File: src/ldrmp_pkg.sv
// package: register map, field layouts and timing for the led driver block
package ldrmp_pkg;

  // ----------------------------------------------------------------
  // register offsets (register pointer values)
  // ----------------------------------------------------------------
  localparam logic [3:0] OFF_MODE_CTRL_FIRST = 4'h0;
  localparam logic [3:0] OFF_MODE_CTRL_SECOND = 4'h1;
  localparam logic [3:0] OFF_DUTY0 = 4'h2;
  localparam logic [3:0] OFF_DUTY3 = 4'h5;
  localparam logic [3:0] OFF_GDUTY = 4'h6;
  localparam logic [3:0] OFF_GPER = 4'h7;
  localparam logic [3:0] OFF_LEDSEL = 4'h8;
  localparam logic [3:0] OFF_ALIAS1 = 4'h9;
  localparam logic [3:0] OFF_ALIAS2 = 4'hA;
  localparam logic [3:0] OFF_ALIAS3 = 4'hB;
  localparam logic [3:0] OFF_BCAST = 4'hC;
  localparam logic [3:0] OFF_LAST = 4'hC;

  // ----------------------------------------------------------------
  // control byte fields
  // ----------------------------------------------------------------
  localparam int CTRL_PTR_LSB = 0;
  localparam int CTRL_INCR_LSB = 5;
  localparam logic [2:0] INCR_RST = 3'h4;

  // ----------------------------------------------------------------
  // reset values
  // ----------------------------------------------------------------
  localparam logic [7:0] MODE_CTRL_FIRST_RST = 8'h91;
  localparam logic [7:0] MODE_CTRL_SECOND_RST = 8'h01;
  localparam logic [7:0] DUTY_RST = 8'h00;
  localparam logic [7:0] GDUTY_RST = 8'hFF;
  localparam logic [7:0] GPER_RST = 8'h00;
  localparam logic [7:0] LEDSEL_RST = 8'h00;
  localparam logic [7:0] ALIAS1_RST = 8'hE2;
  localparam logic [7:0] ALIAS2_RST = 8'hE4;
  localparam logic [7:0] ALIAS3_RST = 8'hE8;
  localparam logic [7:0] BCAST_RST = 8'hE0;

  // ----------------------------------------------------------------
  // timing
  // ----------------------------------------------------------------
  localparam longint CLK_HZ = 10_000_000;
  localparam longint IND_PWM_MILLIHZ = 1_562_500;
  localparam longint PWM_STEPS = 256;
  localparam int TICK_CYCLES =
    int'((CLK_HZ * 1000) / (IND_PWM_MILLIHZ * PWM_STEPS));
  localparam longint GRP_DIM_HZ = 190;
  localparam int GRP_DIM_STEP_CYCLES =
    int'(CLK_HZ / (GRP_DIM_HZ * PWM_STEPS));
  localparam longint BLINK_DIVISOR = 24;
  localparam int BLINK_STEP_CYCLES =
    int'(CLK_HZ / (BLINK_DIVISOR * PWM_STEPS));
  localparam logic [7:0] BLINK_FAST_MAX = 8'h03;
  localparam longint WAKE_US = 500;
  localparam int WAKE_CYCLES = int'((CLK_HZ / 1_000_000) * WAKE_US);

  // ----------------------------------------------------------------
  // channel output select codes
  // ----------------------------------------------------------------
  localparam logic [1:0] SEL_OFF = 2'h0;
  localparam logic [1:0] SEL_ON = 2'h1;
  localparam logic [1:0] SEL_IND = 2'h2;
  localparam logic [1:0] SEL_GRP = 2'h3;

  // ----------------------------------------------------------------
  // packed register layouts
  // ----------------------------------------------------------------
  typedef struct packed {
    logic incr_flag;
    logic incr_option_hi;
    logic incr_option_lo;
    logic sleep;
    logic alias_one_enable;
    logic alias_two_enable;
    logic alias_three_enable;
    logic broadcast_enable;
  } ldrmp_mode_ctrl_first_t;

  typedef struct packed {
    logic [1:0] reserved;
    logic group_blink_select;
    logic output_invert;
    logic update_on_ack;
    logic push_pull_select;
    logic [1:0] spare_output_field;
  } ldrmp_mode_ctrl_second_t;

  typedef struct packed {
    logic alias_one_enable;
    logic alias_two_enable;
    logic alias_three_enable;
    logic broadcast_enable;
    logic [6:0] alias_one;
    logic [6:0] alias_two;
    logic [6:0] alias_three;
    logic [6:0] broadcast;
  } ldrmp_alias_t;

endpackage

File: src/ldrmp_timebase.sv
// module: oscillator wake-up, pwm step counter and group gate
module ldrmp_timebase
  import ldrmp_pkg::*;
#(
  parameter int WAKE = WAKE_CYCLES
) (
  input wire logic clk, // clock
  input wire logic rst, // synchronous reset
  input wire logic sleep, // low power request
  input wire logic blink_sel, // group blink instead of dim
  input wire logic [7:0] gduty, // applied group duty
  input wire logic [7:0] gper, // applied group period
  output logic run_q, // oscillator running
  output logic [7:0] step_q, // individual pwm counter
  output logic gate_q // group gate
);
  // ----------------------------------------------------------------
  // oscillator
  // ----------------------------------------------------------------
  logic [12:0] wake_q;
  logic [4:0] tick_q;
  logic tick;
  logic [7:0] gstep_q;
  logic [10:0] gpre_q;
  logic [7:0] gsub_q;
  logic gadv;
  logic [7:0] gdty;

  always_ff @(posedge clk) begin
    if (rst || sleep) begin
      wake_q <= 13'h0000;
      run_q <= 1'b0;
    end else if (!run_q) begin
      if (wake_q >= 13'(WAKE - 1)) begin
        run_q <= 1'b1;
      end
      wake_q <= wake_q + 13'h0001;
    end
  end

  // ----------------------------------------------------------------
  // individual pwm: one step per tick, 256 steps per period
  // ----------------------------------------------------------------
  assign tick = run_q && (tick_q == 5'(TICK_CYCLES - 1));

  always_ff @(posedge clk) begin
    if (rst || !run_q) begin
      tick_q <= 5'h00;
    end else begin
      tick_q <= tick ? 5'h00 : tick_q + 5'h01;
    end
  end

  always_ff @(posedge clk) begin
    if (rst) begin
      step_q <= 8'h00;
    end else if (tick) begin
      step_q <= step_q + 8'h01;
    end
  end

  // ----------------------------------------------------------------
  // group dimming and blinking
  // ----------------------------------------------------------------
  always_ff @(posedge clk) begin
    if (rst || !run_q) begin
      gpre_q <= 11'h000;
      gsub_q <= 8'h00;
      gstep_q <= gstep_q;
      if (rst) begin
        gstep_q <= 8'h00;
      end
    end else if (!blink_sel) begin
      gsub_q <= 8'h00;
      if (gpre_q >= 11'(GRP_DIM_STEP_CYCLES - 1)) begin
        gpre_q <= 11'h000;
        gstep_q <= gstep_q + 8'h01;
      end else begin
        gpre_q <= gpre_q + 11'h001;
      end
    end else if (gpre_q >= 11'(BLINK_STEP_CYCLES - 1)) begin
      gpre_q <= 11'h000;
      if (gadv) begin
        gsub_q <= 8'h00;
        gstep_q <= gstep_q + 8'h01;
      end else begin
        gsub_q <= gsub_q + 8'h01;
      end
    end else begin
      gpre_q <= gpre_q + 11'h001;
    end
  end

  assign gadv = (gsub_q >= gper);

  always_comb begin
    if (!blink_sel) begin
      gdty = {gduty[7:4], 4'h0};
    end else if (gper <= BLINK_FAST_MAX) begin
      gdty = {gduty[7:2], 2'h0};
    end else begin
      gdty = gduty;
    end
  end

  always_ff @(posedge clk) begin
    if (rst) begin
      gate_q <= 1'b0;
    end else if (run_q) begin
      gate_q <= (gstep_q < gdty);
    end
  end
endmodule

File: src/ldrmp_channel.sv
// module: per-channel on/off decision from select, duty and group gate
module ldrmp_channel
  import ldrmp_pkg::*;
(
  input wire logic [1:0] sel, // channel output select
  input wire logic [7:0] duty, // channel duty value
  input wire logic blink_sel, // group blink instead of dim
  input wire logic [7:0] step, // individual pwm counter
  input wire logic gate, // group gate
  output logic on // channel active
);
  logic ind8;
  logic ind6;

  assign ind8 = (step < duty);
  assign ind6 = (step[5:0] < duty[7:2]);

  always_comb begin
    case (sel)
      SEL_OFF: on = 1'b0;
      SEL_ON: on = 1'b1;
      SEL_IND: on = ind8;
      default: on = gate && (blink_sel ? ind8 : ind6);
    endcase
  end
endmodule

File: src/ldrmp_top.sv
// top: register map, update timing and four led channel outputs
// Overview of operation
// - pointer 0000..1100 acknowledged; 1101..1111 refused without acknowledge.
// - first mode bits 7..5 read-only increment flag/options; reset 1,0,0.
// - first mode bit 4: 1 low power oscillator stopped (reset), 0 normal.
// - oscillator runs within 500 us after low power cleared.
// - oscillator stopped: outputs never switch, dim or blink.
// - first mode bits 3..1 enable alias addresses one..three; reset 0.
// - first mode bit 0 enables broadcast address; reset 1.
// - second mode bit 5: 0 group dimming (reset), 1 blinking.
// - second mode bit 4 inverts all led outputs; reset uninverted.
// - second mode bit 3: 0 apply at STOP (reset), 1 at acknowledge.
// - update timing applies only to offsets 02h..08h.
// - second mode bit 2: 0 open-drain (reset), 1 totem pole.
// - individual mode: 1.5625 kHz pwm, duty value/256, 00h off.
// - group dimming: 6.25 kHz, 64 steps, duty bits 7..2 only.
// - blink mode: 1.5625 kHz pwm, full 8-bit duty out of 256.
// - select field: 00 off, 01 on, 10 pwm, 11 pwm plus group.
// - group dimming superimposes 190 Hz group pwm on channel pwm.
// - blink period is (group period + 1) / 24 seconds.
module ldrmp_top
  import ldrmp_pkg::*;
#(
  parameter int WAKE = WAKE_CYCLES,
  parameter int CHANNELS = 4
) (
  input wire logic clk, // clock, 10 MHz
  input wire logic rst, // synchronous reset, active high
  input wire logic ctrl_load, // control byte strobe
  input wire logic [7:0] ctrl_byte, // control byte
  input wire logic wr_stb, // data write strobe
  input wire logic [7:0] wr_data, // data byte to write
  input wire logic rd_stb, // data read strobe
  input wire logic stop_stb, // bus stop condition
  output logic ptr_ack_q, // pointer accepted
  output logic ptr_nack_q, // pointer refused
  output logic data_ack_q, // write acknowledged
  output logic rd_valid_q, // read data valid
  output logic [7:0] rd_data_q, // read data
  output ldrmp_pkg::ldrmp_alias_t alias_q, // address match settings
  output logic [CHANNELS-1:0] led_o_q, // led pin level
  output logic [CHANNELS-1:0] led_oe_q // led pin drive enable
);
  import ldrmp_pkg::*;

  // ----------------------------------------------------------------
  // state
  // ----------------------------------------------------------------
  logic [2:0] incr_q;
  logic [3:0] ptr_q;
  logic sleep_q;
  logic [3:0] alias_en_q;
  ldrmp_mode_ctrl_first_t mode_ctrl_first;
  ldrmp_mode_ctrl_second_t mode_ctrl_second_q;
  logic [7:0] duty_stage_q [CHANNELS];
  logic [7:0] duty_act_q [CHANNELS];
  logic [7:0] gduty_stage_q;
  logic [7:0] gduty_act_q;
  logic [7:0] gper_stage_q;
  logic [7:0] gper_act_q;
  logic [7:0] ledsel_stage_q;
  logic [7:0] ledsel_act_q;
  logic [6:0] alias1_q;
  logic [6:0] alias2_q;
  logic [6:0] alias3_q;
  logic [6:0] bcast_q;
  logic apply_q;
  logic wr_shadow;
  logic ptr_ok;
  logic run;
  logic [7:0] step;
  logic gate;
  logic [CHANNELS-1:0] on;
  logic [7:0] rd_d;

  // ----------------------------------------------------------------
  // register pointer
  // ----------------------------------------------------------------
  assign ptr_ok = (ctrl_byte[CTRL_PTR_LSB +: 4] <= OFF_LAST);

  always_ff @(posedge clk) begin
    if (rst) begin
      ptr_q <= OFF_MODE_CTRL_FIRST;
      incr_q <= INCR_RST;
    end else if (ctrl_load && ptr_ok) begin
      // bit 4 is unused and never decoded
      ptr_q <= ctrl_byte[CTRL_PTR_LSB +: 4];
      incr_q <= ctrl_byte[CTRL_INCR_LSB +: 3];
    end
  end

  always_ff @(posedge clk) begin
    if (rst) begin
      ptr_ack_q <= 1'b0;
      ptr_nack_q <= 1'b0;
    end else begin
      ptr_ack_q <= ctrl_load && ptr_ok;
      ptr_nack_q <= ctrl_load && !ptr_ok;
    end
  end

  // ----------------------------------------------------------------
  // mode registers
  // ----------------------------------------------------------------
  always_ff @(posedge clk) begin
    if (rst) begin
      sleep_q <= MODE_CTRL_FIRST_RST[4];
      alias_en_q <= MODE_CTRL_FIRST_RST[3:0];
    end else if (wr_stb && ptr_q == OFF_MODE_CTRL_FIRST) begin
      sleep_q <= wr_data[4];
      alias_en_q <= wr_data[3:0];
    end
  end

  assign mode_ctrl_first = {incr_q, sleep_q, alias_en_q};

  always_ff @(posedge clk) begin
    if (rst) begin
      mode_ctrl_second_q <= MODE_CTRL_SECOND_RST;
    end else if (wr_stb && ptr_q == OFF_MODE_CTRL_SECOND) begin
      mode_ctrl_second_q <= {2'h0, wr_data[5:0]};
    end
  end

  // ----------------------------------------------------------------
  // staged output registers, 02h..08h
  // ----------------------------------------------------------------
  assign wr_shadow = wr_stb && ptr_q >= OFF_DUTY0 && ptr_q <= OFF_LEDSEL;

  genvar g;
  generate
    for (g = 0; g < CHANNELS; g++) begin : g_duty
      always_ff @(posedge clk) begin
        if (rst) begin
          duty_stage_q[g] <= DUTY_RST;
        end else if (wr_stb && ptr_q == OFF_DUTY0 + 4'(g)) begin
          duty_stage_q[g] <= wr_data;
        end
      end

      always_ff @(posedge clk) begin
        if (rst) begin
          duty_act_q[g] <= DUTY_RST;
        end else if (apply_q || stop_stb) begin
          duty_act_q[g] <= duty_stage_q[g];
        end
      end
    end
  endgenerate

  always_ff @(posedge clk) begin
    if (rst) begin
      gduty_stage_q <= GDUTY_RST;
      gper_stage_q <= GPER_RST;
      ledsel_stage_q <= LEDSEL_RST;
    end else if (wr_stb && ptr_q == OFF_GDUTY) begin
      gduty_stage_q <= wr_data;
    end else if (wr_stb && ptr_q == OFF_GPER) begin
      gper_stage_q <= wr_data;
    end else if (wr_stb && ptr_q == OFF_LEDSEL) begin
      ledsel_stage_q <= wr_data;
    end
  end

  // ack mode applies one cycle after the data write, stop mode at stop
  always_ff @(posedge clk) begin
    if (rst) begin
      apply_q <= 1'b0;
    end else begin
      apply_q <= wr_shadow && mode_ctrl_second_q.update_on_ack;
    end
  end

  always_ff @(posedge clk) begin
    if (rst) begin
      gduty_act_q <= GDUTY_RST;
      gper_act_q <= GPER_RST;
      ledsel_act_q <= LEDSEL_RST;
    end else if (apply_q || stop_stb) begin
      gduty_act_q <= gduty_stage_q;
      gper_act_q <= gper_stage_q;
      ledsel_act_q <= ledsel_stage_q;
    end
  end

  // ----------------------------------------------------------------
  // alias address registers, applied at once
  // ----------------------------------------------------------------
  always_ff @(posedge clk) begin
    if (rst) begin
      alias1_q <= ALIAS1_RST[7:1];
      alias2_q <= ALIAS2_RST[7:1];
      alias3_q <= ALIAS3_RST[7:1];
      bcast_q <= BCAST_RST[7:1];
    end else if (wr_stb && ptr_q == OFF_ALIAS1) begin
      alias1_q <= wr_data[7:1];
    end else if (wr_stb && ptr_q == OFF_ALIAS2) begin
      alias2_q <= wr_data[7:1];
    end else if (wr_stb && ptr_q == OFF_ALIAS3) begin
      alias3_q <= wr_data[7:1];
    end else if (wr_stb && ptr_q == OFF_BCAST) begin
      bcast_q <= wr_data[7:1];
    end
  end

  always_ff @(posedge clk) begin
    if (rst) begin
      alias_q <= {MODE_CTRL_FIRST_RST[3:0], ALIAS1_RST[7:1], ALIAS2_RST[7:1],
                  ALIAS3_RST[7:1], BCAST_RST[7:1]};
    end else begin
      alias_q <= {alias_en_q, alias1_q, alias2_q, alias3_q, bcast_q};
    end
  end

  // ----------------------------------------------------------------
  // read path and write acknowledge
  // ----------------------------------------------------------------
  always_comb begin
    if (ptr_q == OFF_MODE_CTRL_FIRST) begin
      rd_d = mode_ctrl_first;
    end else if (ptr_q == OFF_MODE_CTRL_SECOND) begin
      rd_d = mode_ctrl_second_q;
    end else if (ptr_q >= OFF_DUTY0 && ptr_q <= OFF_DUTY3) begin
      rd_d = duty_stage_q[2'(ptr_q - OFF_DUTY0)];
    end else if (ptr_q == OFF_GDUTY) begin
      rd_d = gduty_stage_q;
    end else if (ptr_q == OFF_GPER) begin
      rd_d = gper_stage_q;
    end else if (ptr_q == OFF_LEDSEL) begin
      rd_d = ledsel_stage_q;
    end else if (ptr_q == OFF_ALIAS1) begin
      rd_d = {alias1_q, 1'b0};
    end else if (ptr_q == OFF_ALIAS2) begin
      rd_d = {alias2_q, 1'b0};
    end else if (ptr_q == OFF_ALIAS3) begin
      rd_d = {alias3_q, 1'b0};
    end else if (ptr_q == OFF_BCAST) begin
      rd_d = {bcast_q, 1'b0};
    end else begin
      rd_d = 8'h00;
    end
  end

  always_ff @(posedge clk) begin
    if (rst) begin
      rd_valid_q <= 1'b0;
      rd_data_q <= 8'h00;
      data_ack_q <= 1'b0;
    end else begin
      rd_valid_q <= rd_stb;
      data_ack_q <= wr_stb;
      if (rd_stb) begin
        rd_data_q <= rd_d;
      end
    end
  end

  // ----------------------------------------------------------------
  // timebase and channels
  // ----------------------------------------------------------------
  ldrmp_timebase #(
    .WAKE(WAKE)
  ) u_timebase (
    .clk(clk),
    .rst(rst),
    .sleep(sleep_q),
    .blink_sel(mode_ctrl_second_q.group_blink_select),
    .gduty(gduty_act_q),
    .gper(gper_act_q),
    .run_q(run),
    .step_q(step),
    .gate_q(gate)
  );

  generate
    for (g = 0; g < CHANNELS; g++) begin : g_chan
      ldrmp_channel u_channel (
        .sel(ledsel_act_q[2*g +: 2]),
        .duty(duty_act_q[g]),
        .blink_sel(mode_ctrl_second_q.group_blink_select),
        .step(step),
        .gate(gate),
        .on(on[g])
      );

      // led sinks current when on unless output_invert is set; outputs frozen while stopped
      always_ff @(posedge clk) begin
        if (rst) begin
          led_o_q[g] <= 1'b1;
          led_oe_q[g] <= 1'b0;
        end else if (run) begin
          led_o_q[g] <= ~on[g] ^ mode_ctrl_second_q.output_invert;
          led_oe_q[g] <= mode_ctrl_second_q.push_pull_select |
                         ~(~on[g] ^ mode_ctrl_second_q.output_invert);
        end
      end
    end
  endgenerate
endmodule

File: config.mk
export PLATFORM = sky130hd
export DESIGN_NAME = ldrmp_top
export DESIGN_NICKNAME = d
export VERILOG_FILES = /design/src/ldrmp_pkg.sv /design/src/ldrmp_timebase.sv /design/src/ldrmp_channel.sv /design/src/ldrmp_top.sv
export SDC_FILE = /design/constraint.sdc
export NUM_CORES = 1
export LEC_CHECK = 0
export BUFFER_PORTS_ARGS = -buffer_cell sky130_fd_sc_hd__buf_4
export CAP_MARGIN = 15
export CORE_MARGIN = 4
export CORE_UTILIZATION = 25
export CTS_CLUSTER_DIAMETER = 200
export DETAILED_ROUTE_END_ITERATION = 6
export PLACE_DENSITY = 0.43
export SYNTH_ARGS = -nofsm -noshare
export SYNTH_HDL_FRONTEND = slang
export SYNTH_SLANG_ARGS = --single-unit
File: constraint.sdc
create_clock -name clk -period 5.8 [get_ports clk]
set_input_delay 0.29 -clock clk [delete_from_list [all_inputs] [get_ports clk]]
set_output_delay 0.29 -clock clk [all_outputs]
set_load 0.02 [all_outputs]
==> results.txt, run 1 <==
Status -> finished clean
DP Area -> 0.0136 sq mm
Drt first pass iters -> 6
DRC -> 0
Sw Pwr -> 1030 uW
Post-Route Setup TNS -> 0 ns
Share of total power in combinational logic -> 0.072
Largest net degree at the start of global routing -> 75
Reg power frac -> 0.472
Layout cells sized above 1 -> 0.135
Starting Density -> 0.253
Area grow syn2layout -> 18.0%
Register Area -> 0.00605 sq mm
DIE WIDTH -> 231 um
RR Startpoint -> u_timebase.run_q$_SDFF_PP0_
Hold Crit Start -> wr_data[7]
Synth cell types -> 77
Antenna-violating nets left -> 0
Yosys top cell by area -> dfxtp_1
Power per cell area -> 287 mW/mm^2
Vias -> 9,190
Primary FF master, synth -> dfxtp_1
Syn_area_per_cell -> 9.76 sq um
Ports -> 74
Switch share -> 0.243
Antenna violations before repair -> 1
YS warnings -> 0
Fill cells -> 5,175
CP Max Fanout -> 19
WL per Instance -> 16.9 um
R2R Path End -> u_timebase.gstep_q[7]$_SDFFCE_PP0P_
Final #Nets -> 1,424
Synth Cell Area -> 0.0124 sq mm
Net Count, Synth -> 1,367
VDD IR max -> 0.247 mV
Crit. End Element -> register
Placement Rows -> 81
Hold crit path type -> in -> reg
CTS tree -> yes
Root Driver -> clkbuf_16
Slowest CP cell -> nor2b_1
Worst path cell trace -> inv_2 > nor2_1 > nand2_1 > a31oi_1 > a21oi_1 > nor2b_1
Die Area -> 0.0533 sq mm
Startpoint Class -> register
Rel. slew slack -> 0.339
RePlAce Congestion -> 0.797
Largest cells by area after synthesis -> dfxtp_1 (31%), edfxtp_1 (17%), ha_1 (7.1%), nor2_1 (3.9%), and2_1 (3.4%)
Design area -> 0.0147 sq mm
Max-slew violation count -> 0
Min Tclk post-route -> 2.82 ns
Req. time, crit path -> 5.99 ns
Largest stage delay, worst path -> 0.65 ns
Setup bufs post-CTS -> 0
First-pass GRT wire length -> 54,300 um
HPWL Detailed -> 24,600 um
Clock Latency Late Sink -> 0.59 ns
Total track usage -> 0.127
Max-cap check violation count -> 0
Final Hold Vio Count -> 0
WHS -> 0.0557 ns
Clock Power Share -> 0.456
Synth top cells by count -> dfxtp_1 (194), nor2_1 (129), nand2_1 (108), edfxtp_1 (72), ha_1 (71)
Ys async rst share -> 0
Die Height -> 231 um
Crit path DAT -> 3.01 ns
Pint -> 3190 uW
Post-Syn Instances -> 1,274
Post-synth EDFFs -> 72
Worst Hold Depth -> 2
Worst-path clk slew -> 0.06 ns
Endpoints failing setup -> 0
Worst slew pin tran -> 0.984 ns
Multi-input gate area -> 0.00589 sq mm
Crit Path Class -> reg -> reg
Placeable Area -> 0.0491 sq mm
Worst Hold Endpoint -> alias3_q[6]$_SDFFE_PP1P_
Worst-case reg-to-reg path depth -> 6
Yosys top cell area share -> 0.312
Longest Clk Path Bufs -> 3
CTS buffer count -> 30
Lkg Pwr -> 0.00552 uW
RSZ-0062 raised after global routing -> no
DRT Wirelength -> 34,200 um
Register area share after synthesis -> 0.486
Clk sink count -> 266
Yosys reg bits -> 266
Fmax -> 355 MHz
IO Port Bufs -> 72
Top-count cell post-synth -> dfxtp_1
Clock Skews -> 0.0343 ns
H-tree levels -> 1
Crit share post-route -> 0.486
Utilization after layout -> 0.299
Grt total ovfl -> 0
Vias per cell -> 4.55
Vias in the first global route -> 9,225
Setup slack on the worst flop-to-flop path -> 2.98 ns
# resized after CTS -> 0
Iter 0 DRT Violations -> 557
[registers in the layout (all words and copies together) (netlist names), 11 cells and up]
signal,count
u_timebase.wake_q,13
duty_act_q,32
duty_stage_q,32
u_timebase.gpre_q,11
alias_q,32
[power groups by stage]
stage	combinational (uW)	clock [uW]	sequential, uW
after floorplan	189	0	2020
after CTS	307	1990	1990
after global routing	333	2060	1990
final	303	1920	1990
after global placement	300	0	2030
after detailed placement	301	0	2030
[cell type report]
| class | count | area share |
|---|---|---|
| clock inverter | 16 | 0.0125 |
| clock buffer | 40 | 0.0558 |
| antenna | 1 | 0.000171 |
| sequential | 266 | 0.412 |
| tap | 664 | 0.0566 |
| timing repair buffer | 88 | 0.0466 |
| inverter | 58 | 0.0148 |
| multi-input combinational | 887 | 0.401 |
[kinds of logic (layout without fill, tap and decap cells)]
family | after synthesis | count (layout) | synth area share
xor gates and xnor gates | 43 | 43 | 0.0303
muxes | 42 | 42 | 0.0426
AOI/OAI and AO/OA | 232 | 232 | 0.127
adders and majority gates | 71 | 71 | 0.0715
and+or+nand+nor | 499 | 499 | 0.202
other | 0 | 1 | 0
DFF | 266 | 266 | 0.486
buffers and inverters | 121 | 202 | 0.0406
[what timing repair did]
action	4_1_cts	5_1_grt
hold endpoints to repair	11	0
setup endpoints to repair	0	0
hold buffers	9	0
[how the worst max path moves through the flow]
| stage | start | end |
|---|---|---|
| 4_1_cts | u_timebase.run_q$_SDFF_PP0_ | u_timebase.gstep_q[7]$_SDFFCE_PP0P_ |
| 3_5_place_dp | rst | u_timebase.gstep_q[7]$_SDFFCE_PP0P_ |
| 6_report | u_timebase.run_q$_SDFF_PP0_ | u_timebase.gstep_q[7]$_SDFFCE_PP0P_ |
| 2_1_floorplan | u_timebase.gsub_q[0]$_SDFFE_PP0N_ | u_timebase.gstep_q[0]$_SDFFCE_PP0P_ |
| 5_1_grt | u_timebase.run_q$_SDFF_PP0_ | u_timebase.gstep_q[7]$_SDFFCE_PP0P_ |
| 3_3_place_gp | rst | u_timebase.gstep_q[7]$_SDFFCE_PP0P_ |
[cell usage in the layout (no fill, tap or decap), types with 5 or more instances in the layout]
cell	n
inv_1	55
a31oi_1	8
nand2b_1	14
a211oi_1	12
nand3_1	47
ha_1	71
xor2_1	22
o21ai_0	48
dfxtp_1	193
mux2_2	7
o211ai_1	5
nand4_1	13
nand2_1	108
or2_2	19
nor2_1	128
a221oi_1	6
mux2i_1	27
xnor2_1	21
nor2b_1	35
and2_1	68
dlygate4sd3_1	9
a211o_1	21
clkbuf_16	30
nor3_1	8
and3_1	26
a22o_1	8
a21oi_1	62
o21a_1	6
mux4_2	8
clkbuf_1	7
nand3b_1	8
buf_4	79
edfxtp_1	72
[stage by stage]
step	total power [uW]	setup WS [ns]	cells
finish	4210	2.98	2020
global route	4390	2.75	2019
CTS	4280	2.90	2019
detailed placement	2330	2.74	1954
global placement	2330	2.78	1954
floorplan	2210	3.49	1274
[per-layer routing]
layer  wire length, um  vias up  global-route usage
met5                 0        -                   0
li1                  -     4596                   -
met4               835        0              0.0316
met3              1620       48              0.0243
met1             16500     4341               0.180
met2             15200      205               0.200
[worst max-delay path: cells and delay by family, from the launching register on]
| kind | cells | cell delay (ns) |
|---|---|---|
| AOI/OAI and AO/OA | 2 | 0.66 |
| and+or+nand+nor | 3 | 0.95 |
| buffers and inverters | 1 | 0.29 |
| DFF | 1 | 0.54 |
No activity file was read; power rests on OpenSTA's default activity.
==> run 2: changes to the inputs <==
- ABC_AREA: default -> 1
- clock period: 5.8 -> 2.6 ns (I/O delays scaled with it)
==> results.txt, run 2 <==
Net Count, Synth -> 1,594 (+17%)
RePlAce Congestion -> 0.827 (+3.8%)
Final Hold Vio Count -> 0 (unchanged)
Hold crit path type -> in -> reg
Crit share post-route -> 0.873 (+0.387)
CP Max Fanout -> 13 (-6)
Register area share after synthesis -> 0.490 (+0.00390)
Max-slew violation count -> 0 (unchanged)
Post-Syn Instances -> 1,501 (+18%)
Synth Cell Area -> 0.0123 sq mm (-0.80%)
Area grow syn2layout -> 20.4%
Placement Rows -> 81 (unchanged)
Fill cells -> 5,241 (+1.3%)
Clock Latency Late Sink -> 0.56 ns (-0.03 ns)
Biggest regs -> alias_q (32), duty_act_q (32), duty_stage_q (32)
CTS buffer count -> 31 (+3.3%)
Yosys top cell area share -> 0.315 (+0.00250)
Synth top cells by count -> inv_1 (238), nand2_1 (235), nor2_1 (198), dfxtp_1 (194), a21oi_1 (127)
Crit. End Element -> register
Hold-fix buffers at CTS -> 20 (+11)
RSZ-0062 raised after global routing -> no
Post-Route Setup TNS -> 0 ns (unchanged)
Root Driver -> clkbuf_16
Clock Skews -> 0.00890 ns (-0.0254 ns)
Vias per cell -> 4.26 (-6.3%)
Power per cell area -> 627 mW/mm^2 (+120%)
Total track usage -> 0.132 (+0.00446)
Primary FF master, synth -> dfxtp_1
Largest net degree at the start of global routing -> 54 (-28%)
Min Tclk post-route -> 2.27 ns (-0.550 ns)
Antenna-violating nets left -> 0 (unchanged)
Setup bufs post-CTS -> 0 (unchanged)
Ys async rst share -> 0 (unchanged)
Fmax -> 441 MHz (+24%)
Pint -> 7000 uW (+120%)
Layout cells sized above 1 -> 0.116 (-0.0186)
DRC -> 0 (unchanged)
# diodes -> 0 (-1)
Rel. slew slack -> 0.477 (+0.138)
Die Height -> 230 um (-0.39%)
WL per Instance -> 15.3 um (-9.5%)
Endpoints failing setup -> 0 (unchanged)
DRT Wirelength -> 35,200 um (+2.9%)
First-pass GRT wire length -> 55,400 um (+1.9%)
CTS tree -> yes
Multi-input gate area -> 0.00511 sq mm (-13%)
Worst-case reg-to-reg path depth -> 9 (+3)
Vias in the first global route -> 9,737 (+5.6%)
IO Port Bufs -> 72 (unchanged)
Grt total ovfl -> 0 (unchanged)
Ports -> 74 (unchanged)
CP startpoint -> u_timebase.gpre_q[0]$_SDFF_PP0_
Register Area -> 0.00605 sq mm (about the same)
Startpoint Class -> register
Post-synth EDFFs -> 72 (unchanged)
Die Area -> 0.0529 sq mm (-0.77%)
Final #Nets -> 1,703 (+20%)
H-tree levels -> 1 (unchanged)
VDD IR max -> 0.438 mV (+77%)
Clk sink count -> 266 (unchanged)
Req. time, crit path -> 2.91 ns (-3.08 ns)
Reg power frac -> 0.478 (+0.006)
WHS -> 0.0592 ns (+0.00346 ns)
Drt first pass iters -> 6 (unchanged)
PnR worst setup slack -> 0.330 ns (-2.65 ns)
Synth cell types -> 52 (-32%)
Antenna violations before repair -> 0 (-1)
Yosys reg bits -> 266 (unchanged)
Syn_area_per_cell -> 8.21 sq um (-16%)
R2R Path End -> u_timebase.gstep_q[3]$_SDFFCE_PP0P_
Max-cap check violation count -> 0 (unchanged)
Worst-path clk slew -> 0.06 ns (about the same)
Placed insts -> 2,221 (+14%)
Largest cells by area after synthesis -> dfxtp_1 (31%), edfxtp_1 (18%), inv_1 (7.2%), ha_1 (7.2%), nand2_1 (7.2%)
Iter 0 DRT Violations -> 458 (-18%)
Top-count cell post-synth -> inv_1
YS warnings -> 0 (unchanged)
Commonest non-fill, non-tap cell in the layout -> inv_1
Longest Clk Path Bufs -> 3 (unchanged)
Status -> finished clean
Switch share -> 0.248 (+0.00463)
Commonest non-fill, non-tap cells in the layout -> inv_1 (237), nand2_1 (235), nor2_1 (198), dfxtp_1 (194), a21oi_1 (127)
Non-Filler Instances -> 2,296 (+14%)
Crit Path Class -> reg -> reg
Setup slack on the worst flop-to-flop path -> 0.33 ns (-2.65 ns)
Starting Density -> 0.252 (-0.000972)
Share of total power in combinational logic -> 0.080 (+0.008)
# resized after CTS -> 0 (unchanged)
RR Startpoint -> u_timebase.gpre_q[0]$_SDFF_PP0_
Worst slew pin tran -> 0.783 ns (-0.201 ns)
Vias -> 9,784 (+6.5%)
HPWL Detailed -> 25,800 um (+4.8%)
DIE WIDTH -> 230 um (-0.39%)
Critical Path End -> u_timebase.gstep_q[3]$_SDFFCE_PP0P_
Yosys top cell by area -> dfxtp_1
Post-place setup slack -> 0.339 ns (-2.40 ns)
Clock Power Share -> 0.443 (-0.013)
Sw Pwr -> 2310 uW (+130%)
Lkg Pwr -> 0.00627 uW (+14%)
Placeable Area -> 0.0488 sq mm (-0.41%)
Crit path DAT -> 2.58 ns (-0.43 ns)
==> run 2: cell families (layout without fill, tap and decap cells) <==
group / Yosys count / in the layout / share of synthesized area
XOR/XNOR: 16 / 16 / 0.0114
flip-flops: 266 / 266 / 0.490
AND/OR/NAND/NOR: 536 / 536 / 0.187
adder cells (fa/ha/maj): 71 / 71 / 0.0720
AO/OA/AOI/OAI: 313 / 313 / 0.144
buffers and inverters: 299 / 430 / 0.0950
==> run 2: how the worst min path moves through the flow <==
stage | startpoint | endpoint | slack (ns) | cells past startpoint
2_1_floorplan | wr_data[4] | sleep_q$_SDFFE_PP1P_ | 0.26 | 2
3_3_place_gp | ctrl_byte[6] | incr_q[1]$_SDFFE_PP0P_ | 0.37 | 3
3_5_place_dp | ctrl_byte[6] | incr_q[1]$_SDFFE_PP0P_ | 0.37 | 3
4_1_cts | wr_stb | ledsel_stage_q[0]$_SDFFE_PP0P_ | 0.03 | 3
5_1_grt | wr_stb | ledsel_stage_q[0]$_SDFFE_PP0P_ | 0.06 | 3
6_report | wr_stb | ledsel_stage_q[0]$_SDFFE_PP0P_ | 0.06 | 3
==> run 2: metal layers <==
metal	up-vias	global-route usage	part of all wire
met5	-	0	0
met4	0	0.0357	0.023
met3	48	0.0201	0.033
met2	160	0.222	0.46
met1	4444	0.176	0.48
li1	5132	-	-
==> run 2: power by group through the flow <==
| stage | combinational (uW) | clock, uW | sequential [uW] |
|---|---|---|---|
| floorplan | 424 | 0 | 4540 |
| global placement | 720 | 0 | 4540 |
| detailed placement | 726 | 0 | 4540 |
| CTS | 752 | 4270 | 4450 |
| global route | 839 | 4430 | 4460 |
| finish | 742 | 4120 | 4450 |
==> run 2: layout make-up <==
cell class / count / area share
Inverter: 261 / 0.0665
Tap cell: 664 / 0.0560
Clock buffer: 43 / 0.0580
Clock inverter: 12 / 0.00598
Multi-Input combinational cell: 936 / 0.344
Timing Repair Buffer: 114 / 0.0619
Sequential cell: 266 / 0.407
==> run 2: through the flow <==
stage | power, uW | cell area (sq um) | util
2_1_floorplan | 4960 | 12300 | -
3_3_place_gp | 5260 | 13700 | 0.280
3_5_place_dp | 5260 | 13700 | 0.280
5_1_grt | 9730 | 14800 | 0.304
6_report | 9310 | 14800 | 0.304
4_1_cts | 9470 | 14800 | 0.304
==> run 2: worst max-delay path: stages (launching register included) <==
cell and delay [ns]:
dfxtp_1 0.39, inv_1 0.06, ha_1 0.19, o311ai_1 0.42, a21oi_4 0.16, inv_2 0.14
nand2_2 0.18, nand2_1 0.21, a21oi_1 0.06, buf_4 0.20
==> run 3: changes to the inputs <==
- CORE_MARGIN: 4 -> 2
- SYNTH_HIERARCHICAL: default -> 1
==> results.txt, run 3 <==
Status -> finished clean
Yosys reg bits -> 266 (unchanged)
Antenna violations before repair -> 0 (unchanged)
Worst slew pin tran -> 0.920 ns (+0.136 ns)
RePlAce Congestion -> 0.811 (-2.0%)
Met2 Usage GRT -> 0.215 (-0.00684)
Rel. slew slack -> 0.385 (-0.0925)
Non-Filler Instances -> 2,363 (+2.9%)
Net Count, Synth -> 1,653 (+3.7%)
Synth top cells by count -> nand2_1 (294), inv_1 (277), nor2_1 (200), dfxtp_1 (194), a21oi_1 (118)
DRC -> 0 (unchanged)
Fill cells -> 5,282 (+0.78%)
YS warnings -> 6 (+6)
First-pass GRT wire length -> 54,900 um (-0.76%)
WHS -> 0.0508 ns (-0.00836 ns)
WL per Instance -> 14.7 um (-3.9%)
M1 GR Usage -> 0.192 (+0.0158)
Primary FF master, synth -> dfxtp_1
Starting Density -> 0.254 (+0.00188)
Ys async rst share -> 0 (unchanged)
Ports -> 74 (unchanged)
Placement Rows -> 81 (unchanged)
Post-synth EDFFs -> 72 (unchanged)
Startpoint Class -> register
Fmax -> 468 MHz (+6.1%)
Post-Syn Instances -> 1,560 (+3.9%)
Vias -> 10,143 (+3.7%)
Clk sink count -> 266 (unchanged)
Yosys top cell area share -> 0.311 (-0.00426)
IO Port Bufs -> 72 (unchanged)
CP Max Fanout -> 10 (-3)
Largest stage delay, worst path -> 0.61 ns (+0.19 ns)
Worst path cell trace -> ha_1 > nand2_1 > inv_1 > a21oi_2 > nand2_1 > a21boi_2 > nand3_1 > nand2_1 > a21oi_1 > o21ai_0 > o221a_2
Top cell by count, worst path -> nand2_1
VDD IR max -> 0.371 mV (-15%)
Syn_area_per_cell -> 8.01 sq um (-2.5%)
H-tree levels -> 2 (+1)
Max-cap check violation count -> 0 (unchanged)
Post-Route Setup TNS -> 0 ns (unchanged)
Longest Clk Path Bufs -> 3 (unchanged)
HPWL Detailed -> 25,500 um (-1.2%)
Busiest grt layer -> met2
Largest net degree at the start of global routing -> 62 (+15%)
Yosys top cell by area -> dfxtp_1
Crit share post-route -> 0.822 (-0.0504)
RSZ-0062 raised after global routing -> no
CTS tree -> yes
Crit Path Class -> reg -> reg
Antenna-violating nets left -> 0 (unchanged)
CTS buffer count -> 34 (+9.7%)
Layout cells sized above 1 -> 0.115 (-0.000992)
Min Tclk post-route -> 2.14 ns (-0.131 ns)
Total track usage -> 0.138 (+0.00660)
Vias in the first global route -> 9,720 (-0.17%)
Area grow syn2layout -> 21.2%
Vias per cell -> 4.29 (+0.73%)
Placed insts -> 2,285 (+2.9%)
Max-slew violation count -> 0 (unchanged)
Lkg Pwr -> 0.00662 uW (+5.5%)
Synth cell types -> 47 (-9.6%)
Crit path DAT -> 2.62 ns (+0.04 ns)
Worst-path clk slew -> 0.06 ns (about the same)
Met3 Use GR -> 0.0225 (+0.00239)
Top-count cell post-synth -> nand2_1
Clock Latency Late Sink -> 0.55 ns (about the same)
Biggest regs -> alias_q (32), duty_act_q (32), duty_stage_q (32)
Iter 0 DRT Violations -> 435 (-5.0%)
Final Hold Vio Count -> 0 (unchanged)
DIE WIDTH -> 228 um (-1.1%)
Power per cell area -> 642 mW/mm^2 (+2.5%)
Clock Skews -> 0.0235 ns (+0.0146 ns)
Root Driver -> clkbuf_16
DRT Wirelength -> 34,800 um (-1.1%)
Crit. End Element -> register
Utilization after layout -> 0.308 (+0.00438)
Largest cells by area after synthesis -> dfxtp_1 (31%), edfxtp_1 (17%), nand2_1 (8.8%), inv_1 (8.3%), ha_1 (7.1%)
Slowest CP cell -> dfxtp_1
Req. time, crit path -> 3.08 ns (+0.17 ns)
Grt total ovfl -> 0 (unchanged)
Endpoints failing setup -> 0 (unchanged)
Synth Cell Area -> 0.0125 sq mm (+1.4%)
Drt first pass iters -> 5 (-1)
Placeable Area -> 0.0492 sq mm (+0.62%)
Hold crit path type -> in -> reg
Setup slack on the worst flop-to-flop path -> 0.46 ns (+0.13 ns)
Register area share after synthesis -> 0.484 (-0.00663)
Die Height -> 228 um (-1.1%)
Die Area -> 0.0518 sq mm (-2.1%)
Commonest non-fill, non-tap cell in the layout -> nand2_1
Commonest non-fill, non-tap cells in the layout -> nand2_1 (294), inv_1 (276), nor2_1 (200), dfxtp_1 (194), a21oi_1 (118)
Final #Nets -> 1,769 (+3.9%)
==> run 3: changes by cell type in the layout (fill, tap and decap cells not counted), moves of 7 or more <==
cell / previous run / this run
o21ai_0: 94 / 106
a21oi_1: 127 / 118
inv_2: 15 / 8
inv_1: 237 / 276
o22ai_1: 26 / 8
nand2_1: 235 / 294
==> run 3: layer usage <==
metal | part of all wire | up-vias
li1 | - | 5253
met2 | 0.43 | 219
met5 | 0 | -
met4 | 0.025 | 0
met1 | 0.50 | 4617
met3 | 0.046 | 54
==> run 3: cell families (layout without fill, tap and decap cells) <==
family | Yosys count | in the layout | share of synthesized area
XOR/XNOR | 15 | 15 | 0.0105
adder cells (fa/ha/maj) | 71 | 71 | 0.0711
buffers and inverters | 320 | 458 | 0.0975
AND/OR/NAND/NOR | 602 | 602 | 0.207
AO/OA/AOI/OAI | 286 | 286 | 0.130
flip-flops | 266 | 266 | 0.484
other | 0 | 1 | 0
==> run 3: worst max-delay path: cells and delay by family, from the launching register on <==
family          cells  cell delay [ns]
flops               1             0.61
buf+inv             1             0.05
simple gates        4             0.36
compound gates      5             0.72
fa+ha+maj           1             0.33
==> run 3: area by class of cell <==
cell class / count / area, sq um / area share
antenna: 1 / 2.50 / 0.000165
clock buffer: 52 / 988 / 0.0652
clock inverter: 6 / 72.6 / 0.00479
inverter: 289 / 1080 / 0.0716
multi-input combinational: 974 / 5240 / 0.345
sequential: 266 / 6050 / 0.399
tap: 664 / 831 / 0.0548
timing repair buffer: 111 / 893 / 0.0590
==> run 3: power breakdown <==
group          leakage (uW)  switching [uW]  internal (uW)
clock              0.000518            1830           2720
combinational       0.00376             500            232
sequential          0.00234            78.6           4380
total               0.00662            2410           7330
==> run 3: final timing paths <==
path                                           from                  endpoint  cells after the start
hold reg to reg             bcast_q[2]$_SDFFE_PP0P_     alias_q[2]$_SDFF_PP0_                      2
hold / removal                            ctrl_load    incr_q[2]$_SDFFE_PP1P_                      4
setup reg to reg  u_timebase/step_q[5]$_SDFFE_PP0P_  led_oe_q[1]$_SDFFE_PP0P_                     11
setup / recovery  u_timebase/step_q[5]$_SDFFE_PP0P_  led_oe_q[1]$_SDFFE_PP0P_                     11
==> run 3: repair_timing <==
action,4_1_cts,5_1_grt
hold buffers,19,0
setup buffers,0,0
gates resized for setup,0,0
hold endpoints to repair,47,0
==> run 3: per-stage QoR <==
step / area (sq um) / worst slack [ns] / power, uW
2_1_floorplan: 12500 / 0.501 / 4940
3_3_place_gp: 13900 / 0.433 / 5250
3_5_place_dp: 13900 / 0.449 / 5260
4_1_cts: 15200 / 0.434 / 9900
5_1_grt: 15200 / 0.188 / 10200
6_report: 15200 / 0.462 / 9730
